$ cat config.mk
export PLATFORM = sky130hd
export DESIGN_NAME = io_signal_allocation
export DESIGN_NICKNAME = d
export VERILOG_FILES = /design/src/inc/io_alloc_pkg.sv /design/src/io_signal_allocation.sv
export VERILOG_INCLUDE_DIRS = /design/src /design/src/inc
export SDC_FILE = /design/constraint.sdc
export NUM_CORES = 1
export LEC_CHECK = 0
export ABC_AREA = 1
export ABC_CLOCK_PERIOD_IN_PS = 9790
export BUFFER_PORTS_ARGS = -buffer_cell sky130_fd_sc_hd__buf_2
export CORE_MARGIN = 5
export CORE_UTILIZATION = 35
export CTS_CLUSTER_DIAMETER = 200
export CTS_CLUSTER_SIZE = 25
export DETAILED_ROUTE_END_ITERATION = 8
export HOLD_SLACK_MARGIN = 0.06
export PLACE_DENSITY_LB_ADDON = 0.12
export SLEW_MARGIN = 20
export SYNTH_ARGS = -nofsm -noshare
export SYNTH_HDL_FRONTEND = slang
export SYNTH_SLANG_ARGS = --single-unit
$ cat constraint.sdc
create_clock -name core_clk -period 9.79 [get_ports core_clk]
set_input_delay 0.979 -clock core_clk [delete_from_list [all_inputs] [get_ports core_clk]]
set_output_delay 0.979 -clock core_clk [all_outputs]
set_load 0.03 [all_outputs]
$ cat src/inc/io_alloc_cfg.svh
/*
 * Register offsets, reset values and selection codes for the I/O allocation block.
 * Assumes an 8-bit APB byte address; every register is one aligned 32-bit word.
 */
`ifndef IO_ALLOC_CFG_SVH
`define IO_ALLOC_CFG_SVH

// ****************************************
// Register offsets
// ****************************************
`define OFS_INPUT_ROUTE_FORWARD_TRAVEL 8'h00
`define OFS_INPUT_ROUTE_LATCH_HOMING   8'h04
`define OFS_OUTPUT_ROUTE_GROUP_A       8'h08
`define OFS_OUTPUT_ROUTE_GROUP_B       8'h0c
`define OFS_OUTPUT_ROUTE_APPROACH      8'h10
`define OFS_OUTPUT_ROUTE_MAINTENANCE   8'h14
`define OFS_OUTPUT_ROUTE_BRAKE_REQUEST 8'h18
`define OFS_OUTPUT_ROUTE_ZONE_ENTRIES  8'h1c
`define OFS_OUTPUT_ROUTE_ZONE_NUMBER   8'h20
`define OFS_OUTPUT_POLARITY_LOW        8'h24
`define OFS_OUTPUT_POLARITY_HIGH       8'h28
`define OFS_APPLY                      8'h2c
`define OFS_STATUS                     8'h30

// ****************************************
// Sizes and reset values
// ****************************************
`define NUM_CFG        11
`define NUM_IN_FUNC    8
`define NUM_OUT_FUNC   16
`define NUM_PAIRS      5
`define RST_IN_ROUTE   16'h8888
`define RST_GROUP_B    16'h0100
`define RST_ROUTE      16'h0000
`define IDX_IN_TRAVEL  4'h0
`define IDX_GROUP_B    4'h3
`define IDX_POL_LOW    4'h9
`define IDX_POL_HIGH   4'ha

// ****************************************
// Input selection codes
// ****************************************
`define SEL_NORM_MAX   4'h6
`define SEL_FORCE_ON   4'h7
`define SEL_FORCE_OFF  4'h8
`define SEL_INV_BASE   4'h9

`endif

$ cat src/inc/io_alloc_pkg.sv
/*
 * Types shared by the I/O allocation block.
 * Assumes the constants header is compiled alongside.
 */
package io_alloc_pkg;

    typedef logic [3:0]  in_sel_t;
    typedef logic [3:0]  out_sel_t;
    typedef logic [15:0] cfg_word_t;

endpackage : io_alloc_pkg

$ cat src/io_signal_allocation.sv
/*
 * Input and output signal allocation: routes contact inputs to input functions
 * and ORs output functions onto five output pin pairs, configured over APB.
 * Assumes pins and function levels are synchronous to core_clk.
 */
// Added by the designer: the APB slave port and the register offsets.
// Behaviour
// - Codes 0 to 6 read that pin; slash functions active closed, others open.
// - Codes 9 to F read the same pins with inverted polarity.
// - Code 7 holds function active; edge-evaluated functions held inactive.
// - Code 8 holds function inactive, for unused functions.
// - Output functions not evaluated in the present mode count as off.
// - Several output functions on one pair drive the OR of them.
// - Output code 0 disables, 1 to 5 pick pairs; brake defaults to 1.
// - Group A holds four status outputs, group B torque, speed, brake, warning.
// - One polarity bit per pair; 1 inverts; all default normal.
// - Brake is negative logic by default; reversing needs verified safe wiring.
// - Functions sharing one input circuit all follow that circuit.
`timescale 1ns/1ps
`include "io_alloc_cfg.svh"

module io_signal_allocation (
    input  wire logic                      core_clk,
    input  wire logic                      resetn,
    input  wire logic [7:0]                paddr,
    input  wire logic                      psel,
    input  wire logic                      penable,
    input  wire logic                      pwrite,
    input  wire logic [31:0]               pwdata,
    output logic      [31:0]               prdata,
    output logic                           pready,
    output logic                           pslverr,
    input  wire logic [6:0]                in_contact,
    input  wire logic [`NUM_OUT_FUNC-1:0]  out_func_level,
    input  wire logic [`NUM_OUT_FUNC-1:0]  out_func_evaluated,
    output logic      [`NUM_IN_FUNC-1:0]   in_func_state,
    output logic      [`NUM_PAIRS-1:0]     out_pair
);

    // ****************************************
    // Function attributes
    // ****************************************
    // Input order: forward travel, reverse travel, forward cap, reverse cap, homing, latch 1..3
    localparam logic [7:0] SLASH_FUNC = 8'hfc;
    localparam logic [7:0] EDGE_FUNC  = 8'he0;
    // Output function j takes its code from register OUT_REG[j], nibble OUT_NIB[j]
    localparam int OUT_REG [16] = '{2, 2, 2, 2, 3, 3, 3, 3, 4, 5, 6, 7, 7, 7, 7, 8};
    localparam int OUT_NIB [16] = '{0, 1, 2, 3, 0, 1, 2, 3, 0, 1, 1, 0, 1, 2, 3, 0};

    io_alloc_pkg::cfg_word_t stage [`NUM_CFG];
    io_alloc_pkg::cfg_word_t act   [`NUM_CFG];

    function automatic io_alloc_pkg::cfg_word_t rst_val(input int idx);
        if (idx < 2) begin
            return `RST_IN_ROUTE;
        end else if (idx == int'(`IDX_GROUP_B)) begin
            return `RST_GROUP_B;
        end else begin
            return `RST_ROUTE;
        end
    endfunction : rst_val

    // ****************************************
    // APB address decode
    // ****************************************
    logic       hit_cfg;
    logic       hit_apply;
    logic       hit_status;
    logic [3:0] cfg_idx;
    logic       setup;
    logic       done;
    logic       bad_access;

    always_comb begin
        hit_cfg    = 1'b0;
        hit_apply  = 1'b0;
        hit_status = 1'b0;
        cfg_idx    = 4'h0;
        if (paddr < `OFS_APPLY && paddr[1:0] == 2'b00) begin
            hit_cfg = 1'b1;
            cfg_idx = paddr[5:2];
        end else if (paddr == `OFS_APPLY) begin
            hit_apply = 1'b1;
        end else if (paddr == `OFS_STATUS) begin
            hit_status = 1'b1;
        end
    end

    assign setup      = psel & ~penable & ~pready;
    assign done       = psel & penable & pready;
    assign bad_access = ~(hit_cfg | hit_apply | hit_status) | (hit_status & pwrite);

    // ****************************************
    // APB answer
    // ****************************************
    // Answer is prepared in the setup cycle so every bus output comes from a flop
    always_ff @(posedge core_clk) begin
        if (!resetn) begin
            pready <= 1'b0;
        end else begin
            pready <= setup;
        end
    end

    always_ff @(posedge core_clk) begin
        if (!resetn) begin
            pslverr <= 1'b0;
            prdata  <= 32'h0000_0000;
        end else if (setup) begin
            pslverr <= bad_access;
            if (hit_cfg && !pwrite) begin
                prdata <= {16'h0000, stage[cfg_idx]};
            end else if (hit_status && !pwrite) begin
                prdata <= {19'h00000, out_pair, in_func_state};
            end else begin
                prdata <= 32'h0000_0000;
            end
        end else if (done) begin
            pslverr <= 1'b0;
            prdata  <= 32'h0000_0000;
        end
    end

    // ****************************************
    // Staging and active configuration
    // ****************************************
    always_ff @(posedge core_clk) begin
        if (!resetn) begin
            for (int i = 0; i < `NUM_CFG; i++) begin
                stage[i] <= rst_val(i);
            end
        end else if (done && pwrite && hit_cfg) begin
            stage[cfg_idx] <= pwdata[15:0];
        end
    end

    // Staged writes are invisible until apply, so no half-written map reaches a pin
    always_ff @(posedge core_clk) begin
        if (!resetn) begin
            for (int i = 0; i < `NUM_CFG; i++) begin
                act[i] <= rst_val(i);
            end
        end else if (done && pwrite && hit_apply) begin
            for (int i = 0; i < `NUM_CFG; i++) begin
                act[i] <= stage[i];
            end
        end
    end

    // ****************************************
    // Input functions
    // ****************************************
    logic [`NUM_IN_FUNC-1:0] next_in_func;

    // Latch inputs on the top three pins are not blocked here; software keeps that off
    for (genvar i = 0; i < `NUM_IN_FUNC; i++) begin : g_in
        io_alloc_pkg::in_sel_t sel;
        logic [3:0]            inv_pin;
        assign sel     = act[i / 4][4 * (i % 4) +: 4];
        assign inv_pin = sel - `SEL_INV_BASE;

        always_comb begin
            if (sel <= `SEL_NORM_MAX) begin
                next_in_func[i] = in_contact[sel[2:0]] ^ ~SLASH_FUNC[i];
            end else if (sel == `SEL_FORCE_ON) begin
                next_in_func[i] = ~EDGE_FUNC[i];
            end else if (sel == `SEL_FORCE_OFF) begin
                next_in_func[i] = 1'b0;
            end else begin
                next_in_func[i] = in_contact[inv_pin[2:0]] ^ SLASH_FUNC[i];
            end
        end

        a_normal_pol: assert property (@(posedge core_clk) disable iff (!resetn)
            (resetn && sel <= `SEL_NORM_MAX) ##1 $stable(sel)
            |-> in_func_state[i] == ($past(in_contact[sel[2:0]]) ^ ~SLASH_FUNC[i]))
            else $error("normal input polarity wrong");

        a_invert_pol: assert property (@(posedge core_clk) disable iff (!resetn)
            (resetn && sel >= `SEL_INV_BASE) ##1 $stable(sel)
            |-> in_func_state[i] == ($past(in_contact[inv_pin[2:0]]) ^ SLASH_FUNC[i]))
            else $error("inverted input polarity wrong");

        a_force_on: assert property (@(posedge core_clk) disable iff (!resetn)
            (resetn && sel == `SEL_FORCE_ON) [*2] |-> in_func_state[i] == ~EDGE_FUNC[i])
            else $error("forced input level wrong");

        a_force_off: assert property (@(posedge core_clk) disable iff (!resetn)
            (resetn && sel == `SEL_FORCE_OFF) [*2] |-> !in_func_state[i])
            else $error("unused input not inactive");
    end

    always_ff @(posedge core_clk) begin
        if (!resetn) begin
            in_func_state <= '0;
        end else begin
            in_func_state <= next_in_func;
        end
    end

    // ****************************************
    // Output pin pairs
    // ****************************************
    logic [`NUM_OUT_FUNC-1:0] func_on;
    logic [`NUM_PAIRS-1:0]    pair_pol;
    logic [`NUM_PAIRS-1:0]    next_out_pair;

    assign func_on = out_func_level & out_func_evaluated;

    for (genvar p = 0; p < `NUM_PAIRS; p++) begin : g_pair
        logic [`NUM_OUT_FUNC-1:0] routed;
        for (genvar j = 0; j < `NUM_OUT_FUNC; j++) begin : g_fn
            io_alloc_pkg::out_sel_t osel;
            assign osel      = act[OUT_REG[j]][4 * OUT_NIB[j] +: 4];
            assign routed[j] = (osel == 4'(p + 1));
        end

        // Brake defaults to negative logic; inverting it loses fail-safe on a broken wire
        if (p < 4) begin : g_lo
            assign pair_pol[p] = act[`IDX_POL_LOW][4 * p];
        end else begin : g_hi
            assign pair_pol[p] = act[`IDX_POL_HIGH][0];
        end

        assign next_out_pair[p] = (|(func_on & routed)) ^ pair_pol[p];

        a_pair_or: assert property (@(posedge core_clk) disable iff (!resetn)
            resetn ##1 $stable(routed) && $stable(pair_pol[p])
            |-> out_pair[p] == ((|($past(func_on) & routed)) ^ pair_pol[p]))
            else $error("output pair is not the OR of its functions");

        a_unevaluated: assert property (@(posedge core_clk) disable iff (!resetn)
            (resetn && !(|(out_func_evaluated & routed))) ##1 $stable(routed) && $stable(pair_pol[p])
            |-> out_pair[p] == pair_pol[p])
            else $error("unevaluated function drove a pair");

        a_pair_unrouted: assert property (@(posedge core_clk) disable iff (!resetn)
            (resetn && !(|routed)) ##1 $stable(routed) && $stable(pair_pol[p])
            |-> out_pair[p] == pair_pol[p])
            else $error("pair with no routed function not idle");
    end

    always_ff @(posedge core_clk) begin
        if (!resetn) begin
            out_pair <= '0;
        end else begin
            out_pair <= next_out_pair;
        end
    end

    // ****************************************
    // Bus and configuration checks
    // ****************************************
    a_apply_atomic: assert property (@(posedge core_clk) disable iff (!resetn)
        (act[`IDX_POL_LOW] != $past(act[`IDX_POL_LOW])) || (act[`IDX_GROUP_B] != $past(act[`IDX_GROUP_B]))
        |-> $past(done && pwrite && hit_apply))
        else $error("active map changed without apply");

    a_brake_default: assert property (@(posedge core_clk)
        $rose(resetn) |-> act[`IDX_GROUP_B] == `RST_GROUP_B && act[`IDX_POL_LOW] == `RST_ROUTE)
        else $error("brake default route lost");

    a_pready_pulse: assert property (@(posedge core_clk) disable iff (!resetn)
        setup |=> pready ##1 !pready)
        else $error("pready not a single cycle after setup");

    a_unmapped_err: assert property (@(posedge core_clk) disable iff (!resetn)
        (setup && !(hit_cfg || hit_apply || hit_status)) |=> pslverr && pready)
        else $error("unmapped access not flagged");

    a_status_write: assert property (@(posedge core_clk) disable iff (!resetn)
        (setup && hit_status && pwrite) |=> pslverr && pready)
        else $error("status write not refused");

    a_err_with_ready: assert property (@(posedge core_clk) disable iff (!resetn)
        pslverr |-> pready)
        else $error("error flag outside access cycle");

    a_rdata_idle: assert property (@(posedge core_clk) disable iff (!resetn)
        !pready |-> prdata == 32'h0000_0000)
        else $error("read data not cleared between accesses");

    a_cfg_readback: assert property (@(posedge core_clk) disable iff (!resetn)
        (setup && hit_cfg && !pwrite) |=> prdata == {16'h0000, $past(stage[cfg_idx])})
        else $error("read data is not the staged word");

    a_stage_write: assert property (@(posedge core_clk) disable iff (!resetn)
        (done && pwrite && hit_cfg) |=> stage[$past(cfg_idx)] == $past(pwdata[15:0]))
        else $error("staged write lost");

    a_apply_copy: assert property (@(posedge core_clk) disable iff (!resetn)
        (done && pwrite && hit_apply) |=> act[`IDX_GROUP_B] == $past(stage[`IDX_GROUP_B])
        && act[`IDX_POL_HIGH] == $past(stage[`IDX_POL_HIGH]))
        else $error("apply did not copy staging");

    a_act_hold: assert property (@(posedge core_clk) disable iff (!resetn)
        !(done && pwrite && hit_apply) |=> $stable(act[0]) && $stable(act[1]) && $stable(act[`IDX_POL_HIGH]))
        else $error("active map moved without apply");

endmodule : io_signal_allocation

**Word level (Yosys, flattened, before mapping)**

Memories as Yosys holds them, arrays and structs flattened.
Index checks and enable logic that the tools add are counted.
W data, S select, Z words.

- Reduce and logical (&&, ||, !) cells: 15
- Bitwise logic cells: 41
- Mux-type cells: 93
- Eq/ne operators: 98
- Magnitude comparators: 25
- Add/subtract/negate cells: 8

Operators with widths:

| kind | count |
|---|---|
| $mux W16 | 16 |
| $eq A4 B3 Y1 const B | 40 |
| $eq A4 B2 Y1 const B | 32 |
| $and A16 B16 Y16 | 6 |
| $reduce_or A16 Y1 | 6 |
| $eq A4 B1 Y1 const B | 16 |
| $lt A3 B4 Y1 const B | 16 |
| $mux W32 | 2 |
| $mux W1 | 56 |
| $bmux W1 S3 | 16 |
| $eq A4 B4 Y1 const B | 8 |
| $le A4 B3 Y1 const B | 8 |
| $sub A3 B1 Y3 const B | 8 |
| $eq A8 B6 Y1 const B | 2 |
| $or A1 B1 Y1 | 14 |
| $mux W13 | 1 |
| $not A1 Y1 | 11 |
| $lt A8 B6 Y1 const B | 1 |
| $mux W4 | 2 |
| $logic_and A1 B1 Y1 | 6 |
| $and A1 B1 Y1 | 5 |
| $xor A1 B1 Y1 | 5 |
| $logic_not A2 Y1 | 1 |
| $reduce_bool A2 Y1 | 1 |
| $logic_not A1 Y1 | 1 |

- RAM bits: 352
- Logic and storage cells: 287
- Bits in registers: 47
- Memories kept: 2
- Output and inout port bits: 47
- Input port bits: 84

Memories:

| memory | depth | bits a word | read ports | clocked after memory_dff | wr ports | line | text |
|---|---|---|---|---|---|---|---|
| act | 11 | 16 | 11 | 0 | 11 | io_signal_allocation.sv:51 | `` io_alloc_pkg::cfg_word_t act [`NUM_CFG]; `` |
| stage | 11 | 16 | 12 | 0 | 11 | io_signal_allocation.sv:50 | `` io_alloc_pkg::cfg_word_t stage [`NUM_CFG]; `` |

**Depth between registers and ports, before layout**

Gate-level depths: netlist (run 1).

- Depth in word-level cells: 9
- Mapped depth: 17

**Worst setup path before layout (run 1)**

No wires, ideal clock.

- Kind: in2reg
- From: input port resetn
- To: memory act[0][0] (netlist name) (enable)
- Slack: 5.662 ns
- Arrival: 3.195 ns
- Stages on the path: 3
- Buffers on the path: 2
- Cells stage by stage: clkbuf_1 clkbuf_1 nand2_1

RTL lines:

| element | line | text |
|---|---|---|
| start, declared | io_signal_allocation.sv:24 | `input wire logic resetn,` |
| end, declared | io_signal_allocation.sv:51 |  |

==> impl_metrics.json, run 1 <==
{
  "ys_warn_count": 0,
  "synth.cell_area_um2": 16700,
  "drt_pre_antenna_iters": 5,
  "max-slew-margin-rel": 0.290,
  "p_per_area_nw_per_um2": 141,
  "gp_congestion": 0.910,
  "setup_viol": 0,
  "crit_path_frequent_cell": "nand2_1",
  "drv_slew": 0,
  "finClkSkew_ns": 0.0191,
  "synth_largest_area_cell": "edfxtp_1",
  "io_buffers": 98,
  "cts_made_buffers": 16,
  "synth.top_cell.area_share": 0.500,
  "cp.required_ns": 9.96,
  "cellInternalPower_w": 0.00191,
  "wirelength_mm": 53.5,
  "ys.flop_type": "edfxtp_1",
  "design.die.area_um2": 52000,
  "syn_inst": 1930,
  "clock_path_buffers": 3,
  "placementRows": 80,
  "dpl_worst_slack_ns": 4.88,
  "drt.antenna.violating_nets": 0,
  "htree_levels": 1,
  "nNetsFinal": 2100,
  "diodes": 0,
  "layout_setup_ws_ns": 5.45,
  "async_reset_ff_frac": 0,
  "areaGrowthSynthToFinish_pct": 8.78,
  "antenna_found_initial": 0,
  "yosysMostFrequentCell": "nand2_1",
  "track_usage": 0.196,
  "drive_above_1_share": 0.0794,
  "dr_total_vias": 13305,
  "ioPinCount": 131,
  "post_cts_resized": 0,
  "crit_buf_inv": 5,
  "grt_pass1_vias": 12673,
  "crit_family": "simple AND/OR/NAND/NOR gates",
  "synth_seq_area_share": 0.556,
  "start_kind": "primary input",
  "arrival_ns": 4.51,
  "synthTopCellsByArea": "edfxtp_1, nand2_1, nor2_1, nand3_1, dfxtp_1",
  "overflow": 0,
  "fmaxAchievable_mhz": 230,
  "path_cells": "buf_2 -> nor2_1 -> nand2_1 -> nor2_2 -> buf_4 -> nand2_1 -> inv_2 -> nand2_1 -> nor2_4 -> inv_2 -> nor2_2 -> inv_2 -> nor2_2 -> nand2_1 -> nand2_1",
  "drt-initial-drc-count": 1285,
  "drc_errors": 0,
  "ir_worst_vdd_mv": 0.0877,
  "switching_share": 0.249,
  "hold_violations": 0,
  "cts_setup_buffers": 0,
  "setup_tns_ns": 0,
  "worstSetupEndpointType": "register",
  "syn_avg_cell_area_um2": 8.63,
  "p_seq_frac": 0.613,
  "viasPerCell": 5.11,
  "status": "finished, final reports clean",
  "min_path_type": "reg -> reg",
  "insertion_delay_ns": 0.54,
  "rsz0062_at_grt": "false",
  "dp_hpwl_mm": 36.5,
  "min_period_over_period": 0.444,
  "grt_pass1_wl_mm": 79.2,
  "wire_per_inst_um": 20.5,
  "grt_max_degree": 91,
  "fp.dieW_um": 228,
  "cts_hold_repair.buffers": 0,
  "core_um2": 47400,
  "ctsRootBufferMaster": "clkbuf_16",
  "switchingPower_w": 0.000636,
  "cts_num_sinks": 324,
  "whs_ns": 0.469,
  "ys_types": 43,
  "total_power_w": 0.00255,
  "p_leak_nw": 7.36,
  "cp_slowest_stage_delay_ns": 0.83,
  "period_needed_ns": 4.34,
  "cts_tree": "done",
  "clkPwrFrac": 0.304,
  "combPwrFrac": 0.084,
  "max_cap_viol_count": 0,
  "final_core_utilization": 0.382,
  "ys_seq_elements": 324,
  "synth_edf_count": 277,
  "worst_slew_pin_slew_ns": 1.06,
  "crit_slowest_cell": "nand2_1",
  "yosys-top-cells-count": "nand2_1, nor2_1, edfxtp_1",
  "path_max_fanout": 29,
  "clk_pin_slew_ns": 0.10,
  "crit_type": "in -> reg",
  "start_util": 0.351,
  "die_height_um": 228
}
[registers in the layout, indices dropped and copies added (netlist names)]
name,count
act,101
in_func_state,8
out_pair,5
prdata,16
pready,1
pslverr,1
stage,192
[routing by layer]
metal | global-route usage | share of wire | vias to the layer above
li1 | - | - | 6466
met1 | 0.272 | 0.44 | 6433
met2 | 0.336 | 0.49 | 363
met3 | 0.0233 | 0.050 | 43
met4 | 0.0371 | 0.017 | 0
met5 | 0 | 0 | -
[worst reg2reg max path, delay by kind of cell (launching register included)]
family        cells  cell delay (ns)
buf+inv           2             0.17
simple gates      8             2.46
flops             1             0.37
[power groups by stage]
stage	Sequential [W]	Clock (W)	Combinational, W
floorplan	0.00159	0	0.000131
global placement	0.00159	0	0.000211
detailed placement	0.00159	0	0.000214
CTS	0.00156	0.000797	0.000215
global route	0.00157	0.000839	0.000235
finish	0.00156	0.000774	0.000213
[per-stage QoR]
step                cell area (um^2)  instances
floorplan                      16800       1961
finish                         18100       2606
global route                   18100       2606
detailed placement             17700       2583
CTS                            18100       2606
global placement               17700       2583
[layout by cell type (no fill, tap or decap), drive strengths merged, types with 13 or more instances in the layout]
cell and count:
o21ai 71, nor3 25, a31oi 14, a21oi 67
inv 236, conb 32, nor2 302, buf 110
ha 30, dfxtp 47, nand4 39, nand2 411
nand3 212, edfxtp 277, clkbuf 23, o211ai 13
[logic make-up after synthesis]
logic type / Yosys count / synth area share
AND/OR/NAND/NOR: 1015 / 0.260
buffers and inverters: 346 / 0.0838
flip-flops: 324 / 0.556
AO/OA/AOI/OAI: 206 / 0.0729
adder cells (fa/ha/maj): 30 / 0.0225
XOR/XNOR: 8 / 0.00421
other: 1 / 0.000225
[final cells by class]
class / count / area, um^2
sequential: 324 / 9260
clock buffer: 23 / 448
inverter: 243 / 912
timing repair buffer: 110 / 581
multi-input combinational: 1291 / 6140
fill: 4833 / 29300
tap: 615 / 769
[path summary, 6_finish.rpt]
path	slack, ns	start	endpoint	cells past startpoint
worst max-delay path	5.45	paddr[7]	stage[4][2]	15
worst min register to register	0.47	prdata[13]	prdata[13]	2
worst max register to register	6.43	pready	stage[4][2]	10
worst min-delay path	0.47	prdata[13]	prdata[13]	2
Note: power is estimated with default switching activity, not from simulation.
==> inputs of run 2 (changes only) <==
- ABC_CLOCK_PERIOD_IN_PS: 9790 -> 3970
- clock period: 9.79 -> 3.97 ns (I/O delays scaled with it)
==> run 2 against run 1 <==
Effect of this change:
- critical endpoint is now stage[0][2]
- count of clock-buffer cells in the layout unchanged
- die area unchanged
- global-route usage decreased by 0.26 points
==> impl_metrics.json, run 2 (same netlist as run 1, synthesis figures left out) <==
{
  "status": "finished, final reports clean",
  "fmaxAchievable_mhz": 354,
  "min_period_over_period": 0.711,
  "p_per_area_nw_per_um2": 343,
  "path_max_fanout": 16,
  "clk_pin_slew_ns": 0.10,
  "core_um2": 47400,
  "diodes": 0,
  "finClkSkew_ns": 0.0192,
  "io_buffers": 98,
  "track_usage": 0.194,
  "wire_per_inst_um": 20.3,
  "design.die.area_um2": 52000,
  "largest_reg_flops": 192,
  "start_util": 0.351,
  "cts_tree": "done",
  "dr_total_vias": 13370,
  "dpl_worst_slack_ns": 0.736,
  "min_path_type": "in -> reg",
  "ctsRootBufferMaster": "clkbuf_16",
  "final_common_cell": "nand2_1",
  "crit_path_frequent_cell": "inv_2",
  "post-route-cell-area_um2": 18200,
  "dpl-instance-area_um2": 17800,
  "ioPinCount": 131,
  "seq_area_um2": 9260,
  "grt_max_degree": 74,
  "drv_slew": 0,
  "worstSetupEndpointType": "register",
  "setup_tns_ns": 0,
  "largest-register": "stage",
  "mostFrequentLayoutCells": "nand2_1, nor2_1, edfxtp_1",
  "ir_worst_vdd_mv": 0.203,
  "cp_slowest_stage_delay_ns": 0.61,
  "dp_hpwl_mm": 36.9,
  "max-slew-margin-rel": 0.382,
  "post_cts_resized": 0,
  "wirelength_mm": 53.2,
  "drc_errors": 0,
  "worst_slew_pin_slew_ns": 0.928,
  "cp.required_ns": 4.12,
  "multi_input_area_um2": 6140,
  "max_cap_viol_count": 0,
  "period_needed_ns": 2.82,
  "overflow": 0,
  "drt_pre_antenna_iters": 6,
  "setup_viol": 0,
  "drive_above_1_share": 0.0857,
  "grt_pass1_vias": 12602,
  "die_height_um": 228,
  "antenna_found_initial": 0,
  "start_kind": "register",
  "placementRows": 80,
  "drt.antenna.violating_nets": 0,
  "arrival_ns": 2.97,
  "fp.dieW_um": 228,
  "clock_path_buffers": 3,
  "insertion_delay_ns": 0.52,
  "gp_congestion": 0.905,
  "cts_hold_repair.buffers": 0,
  "rsz0062_at_grt": "false",
  "layout_setup_ws_ns": 1.15,
  "htree_levels": 1,
  "drt-initial-drc-count": 1269,
  "num-fill-cells": 4923,
  "cts_setup_buffers": 0,
  "cts_made_buffers": 16,
  "areaGrowthSynthToFinish_pct": 9.59,
  "largestRegisters": "stage: 192 flops, act: 101 flops, prdata: 16 flops",
  "crit_type": "reg -> reg",
  "hold_violations": 0,
  "cts_num_sinks": 324,
  "path_cells": "nand3_1 -> nor2_1 -> nand2_1 -> nor2_4 -> inv_2 -> nor2_2 -> inv_2 -> nor2_4 -> inv_2 -> nor2_4 -> inv_2 -> nand2_1",
  "grt_pass1_wl_mm": 78.1,
  "nNetsFinal": 2115,
  "crit_slowest_cell": "nand2_1",
  "viasPerCell": 5.10,
  "p_leak_nw": 7.44
}
-- run 2: changes by cell type in the layout (fill, tap and decap cells not counted) --
cell / previous run / this run
buf_4: 12 / 25
nor2_2: 4 / 3
nor2_1: 294 / 295
buf_12: 0 / 2
-- run 2: path summary, 6_finish.rpt --
check             startpoint     endpoint  slack [ns]  cells past startpoint
setup / recovery      pready  stage[0][2]        1.15                     12
hold / removal      paddr[4]  stage[3][8]        0.31                      3
setup reg to reg      pready  stage[0][2]        1.15                     12
hold reg to reg    prdata[5]    prdata[5]        0.47                      2
-- run 2: critical path, delay by kind of cell (launching register included) --
kind	cells	cell delay [ns]
and+or+nand+nor	8	1.68
buffers and inverters	4	0.39
DFF	1	0.37
-- run 2: layout make-up --
| type | count | area share |
|---|---|---|
| timing repair buffer | 125 | 0.0394 |
| clock buffer | 23 | 0.0245 |
| tap | 615 | 0.0422 |
| inverter | 243 | 0.0500 |
| multi-input combinational | 1291 | 0.337 |
| sequential | 324 | 0.507 |
-- run 2: report_power, final --
group          leakage, nW  total (W)  switching [W]  internal (W)
clock                0.217    0.00188        0.00108      0.000795
combinational         4.03   0.000533       0.000388      0.000145
sequential            3.20    0.00385      0.0000694       0.00378
total                 7.44    0.00626        0.00154       0.00472
-- run 2: metrics by stage --
stage | hold WS, ns | utilization | power (W) | std cells
finish | 0.313 | 0.385 | 0.00626 | 2621
global route | 0.311 | 0.385 | 0.00649 | 2621
CTS | 0.298 | 0.385 | 0.00632 | 2621
detailed placement | 0.456 | 0.375 | 0.00446 | 2598
global placement | 0.456 | 0.375 | 0.00445 | 2598
floorplan | 0.470 | - | 0.00425 | 1961
-- run 2: layer usage --
metal  vias to the layer above  wire length (um)  track usage
met1                      6428             23200        0.265
met5                         -                 0            0
met4                         0              1470       0.0510
li1                       6495                 -            -
met3                        62              2730       0.0239
met2                       385             25800        0.328
==> inputs of run 3 (changes only) <==
- ABC_CLOCK_PERIOD_IN_PS: 3970 -> 2700
- clock period: 3.97 -> 2.7 ns (I/O delays scaled with it)
==> run 3 against run 2 <==
Effect of this change:
- critical path depth down 3
- highest routed layer unchanged
- utilization up 1.2 points
- cell count up 2.1%
- largest power group unchanged
- global-route usage up 0.24 points
- first-iteration DRC count down 16%
- register-to-register slack worse by 0.80 ns
- flip-flop and latch count unchanged
- clock power up 47%
- final area up 3.1%
==> impl_metrics.json, run 3 (same netlist as run 1, synthesis figures left out) <==
{
  "r2r-start": "act[0][12]",
  "areaGrowthSynthToFinish_pct": 13.0,
  "largest-register": "stage",
  "multi_input_area_um2": 6140,
  "drc_errors": 0,
  "antenna_found_initial": 1,
  "largestRegisters": "stage: 192 flops, act: 101 flops, prdata: 16 flops",
  "cts_num_sinks": 324,
  "dpl-instance-area_um2": 18400,
  "start_util": 0.351,
  "min_path_type": "in -> reg",
  "status": "finished, final reports clean",
  "clk_pin_slew_ns": 0.10,
  "largest_reg_flops": 192,
  "min_from": "pwdata[3]",
  "final_common_cell": "nand2_1",
  "ctsRootBufferMaster": "clkbuf_16",
  "drt-initial-drc-count": 1063,
  "clock_path_buffers": 3,
  "finClkSkew_ns": 0.0172,
  "fmaxAchievable_mhz": 424,
  "drv_slew": 0,
  "mostFrequentLayoutCells": "nand2_1, nor2_1, edfxtp_1",
  "cts_made_buffers": 16,
  "cp.required_ns": 3.11,
  "setup_tns_ns": 0,
  "whs_ns": 0.0770,
  "path_max_fanout": 11,
  "p_per_area_nw_per_um2": 492,
  "reg2reg_depth": 9,
  "final_core_utilization": 0.396,
  "drt.antenna.violating_nets": 0,
  "gp_congestion": 0.923,
  "crit_type": "reg -> reg",
  "min_to": "stage[9][3]",
  "min_period_over_period": 0.873,
  "p_leak_nw": 7.75,
  "drive_above_1_share": 0.109,
  "grt_pass1_wl_mm": 79.3,
  "regToRegSetupSlack_ns": 0.34,
  "setup_viol": 0,
  "seq_area_um2": 9260,
  "overflow": 0,
  "arrival_ns": 2.76,
  "wirelength_mm": 53.6,
  "wire_per_inst_um": 20.0,
  "die_height_um": 228,
  "period_needed_ns": 2.36,
  "start_kind": "register",
  "io_buffers": 98,
  "placementRows": 80,
  "htree_levels": 1,
  "holdPathStages": 3,
  "viasPerCell": 5.07,
  "cts_setup_buffers": 0,
  "design.die.area_um2": 52000,
  "ir_worst_vdd_mv": 0.328,
  "cts_hold_repair.buffers": 1,
  "post-route-cell-area_um2": 18800,
  "track_usage": 0.196,
  "rsz0062_at_grt": "false",
  "hold_violations": 0,
  "drt_pre_antenna_iters": 5,
  "ioPinCount": 131,
  "worstSetupEndpointType": "register",
  "fp.dieW_um": 228,
  "num-fill-cells": 4878,
  "dp_hpwl_mm": 38.7,
  "dr_total_vias": 13563,
  "max-slew-margin-rel": 0.574,
  "core_um2": 47400,
  "post_cts_resized": 0,
  "r2r-end": "in_func_state[3]",
  "worst_slew_pin_slew_ns": 0.638,
  "cts_tree": "done",
  "max_cap_viol_count": 0,
  "nNetsFinal": 2170,
  "grt_max_degree": 50,
  "diodes": 0,
  "grt_pass1_vias": 12865,
  "insertion_delay_ns": 0.53
}
-- run 3: cell types whose count changed in the layout (fill, tap and decap cells not counted) --
cell and change:
buf_12 +12, buf_4 +42, dlygate4sd3_1 +1, nor3_1 +1, nor3_2 -1
-- run 3: layer usage --
layer | wire length, um | global-route usage
met1 | 23400 | 0.270
met4 | 1330 | 0.0475
met5 | 0 | 0
met2 | 26100 | 0.335
met3 | 2740 | 0.0206
-- run 3: worst max-delay path, cell delays in order, from the launching register on --
cell      delay, ns
edfxtp_1       0.54
clkinv_1       0.34
ha_1           0.40
inv_1          0.09
a21oi_1        0.04
o21ai_0        0.10
a21oi_1        0.09
o31ai_1        0.26
nand2_1        0.08
a21oi_1        0.29
-- run 3: worst max-delay path by stage --
| stage | depth (start not counted) | end | startpoint |
|---|---|---|---|
| floorplan | 15 | stage[1][0] | paddr[1] |
| global placement | 13 | stage[8][13] | paddr[7] |
| detailed placement | 13 | stage[8][13] | paddr[7] |
| CTS | 9 | in_func_state[3] | act[0][12] |
| global route | 9 | in_func_state[3] | act[0][12] |
| finish | 9 | in_func_state[3] | act[0][12] |
-- run 3: power breakdown --
part           internal [W]  switching (W)
registers           0.00555       0.000106
logic              0.000257       0.000574
clock network       0.00117        0.00159
-- run 3: area by class of cell --
class / instances / share of cell area
Clock buffer: 23 / 0.0238
Inverter: 243 / 0.0485
Multi-Input combinational cell: 1291 / 0.326
Sequential cell: 324 / 0.492
Tap cell: 615 / 0.0409
Timing Repair Buffer: 180 / 0.0683
-- run 3: metrics by stage --
step / instances / total power, W / setup WS (ns)
global placement: 2652 / 0.00659 / 0.0671
CTS: 2676 / 0.00935 / 0.420
finish: 2676 / 0.00925 / 0.344
global route: 2676 / 0.00960 / 0.154
floorplan: 1961 / 0.00624 / 0.163
detailed placement: 2652 / 0.00660 / 0.0368
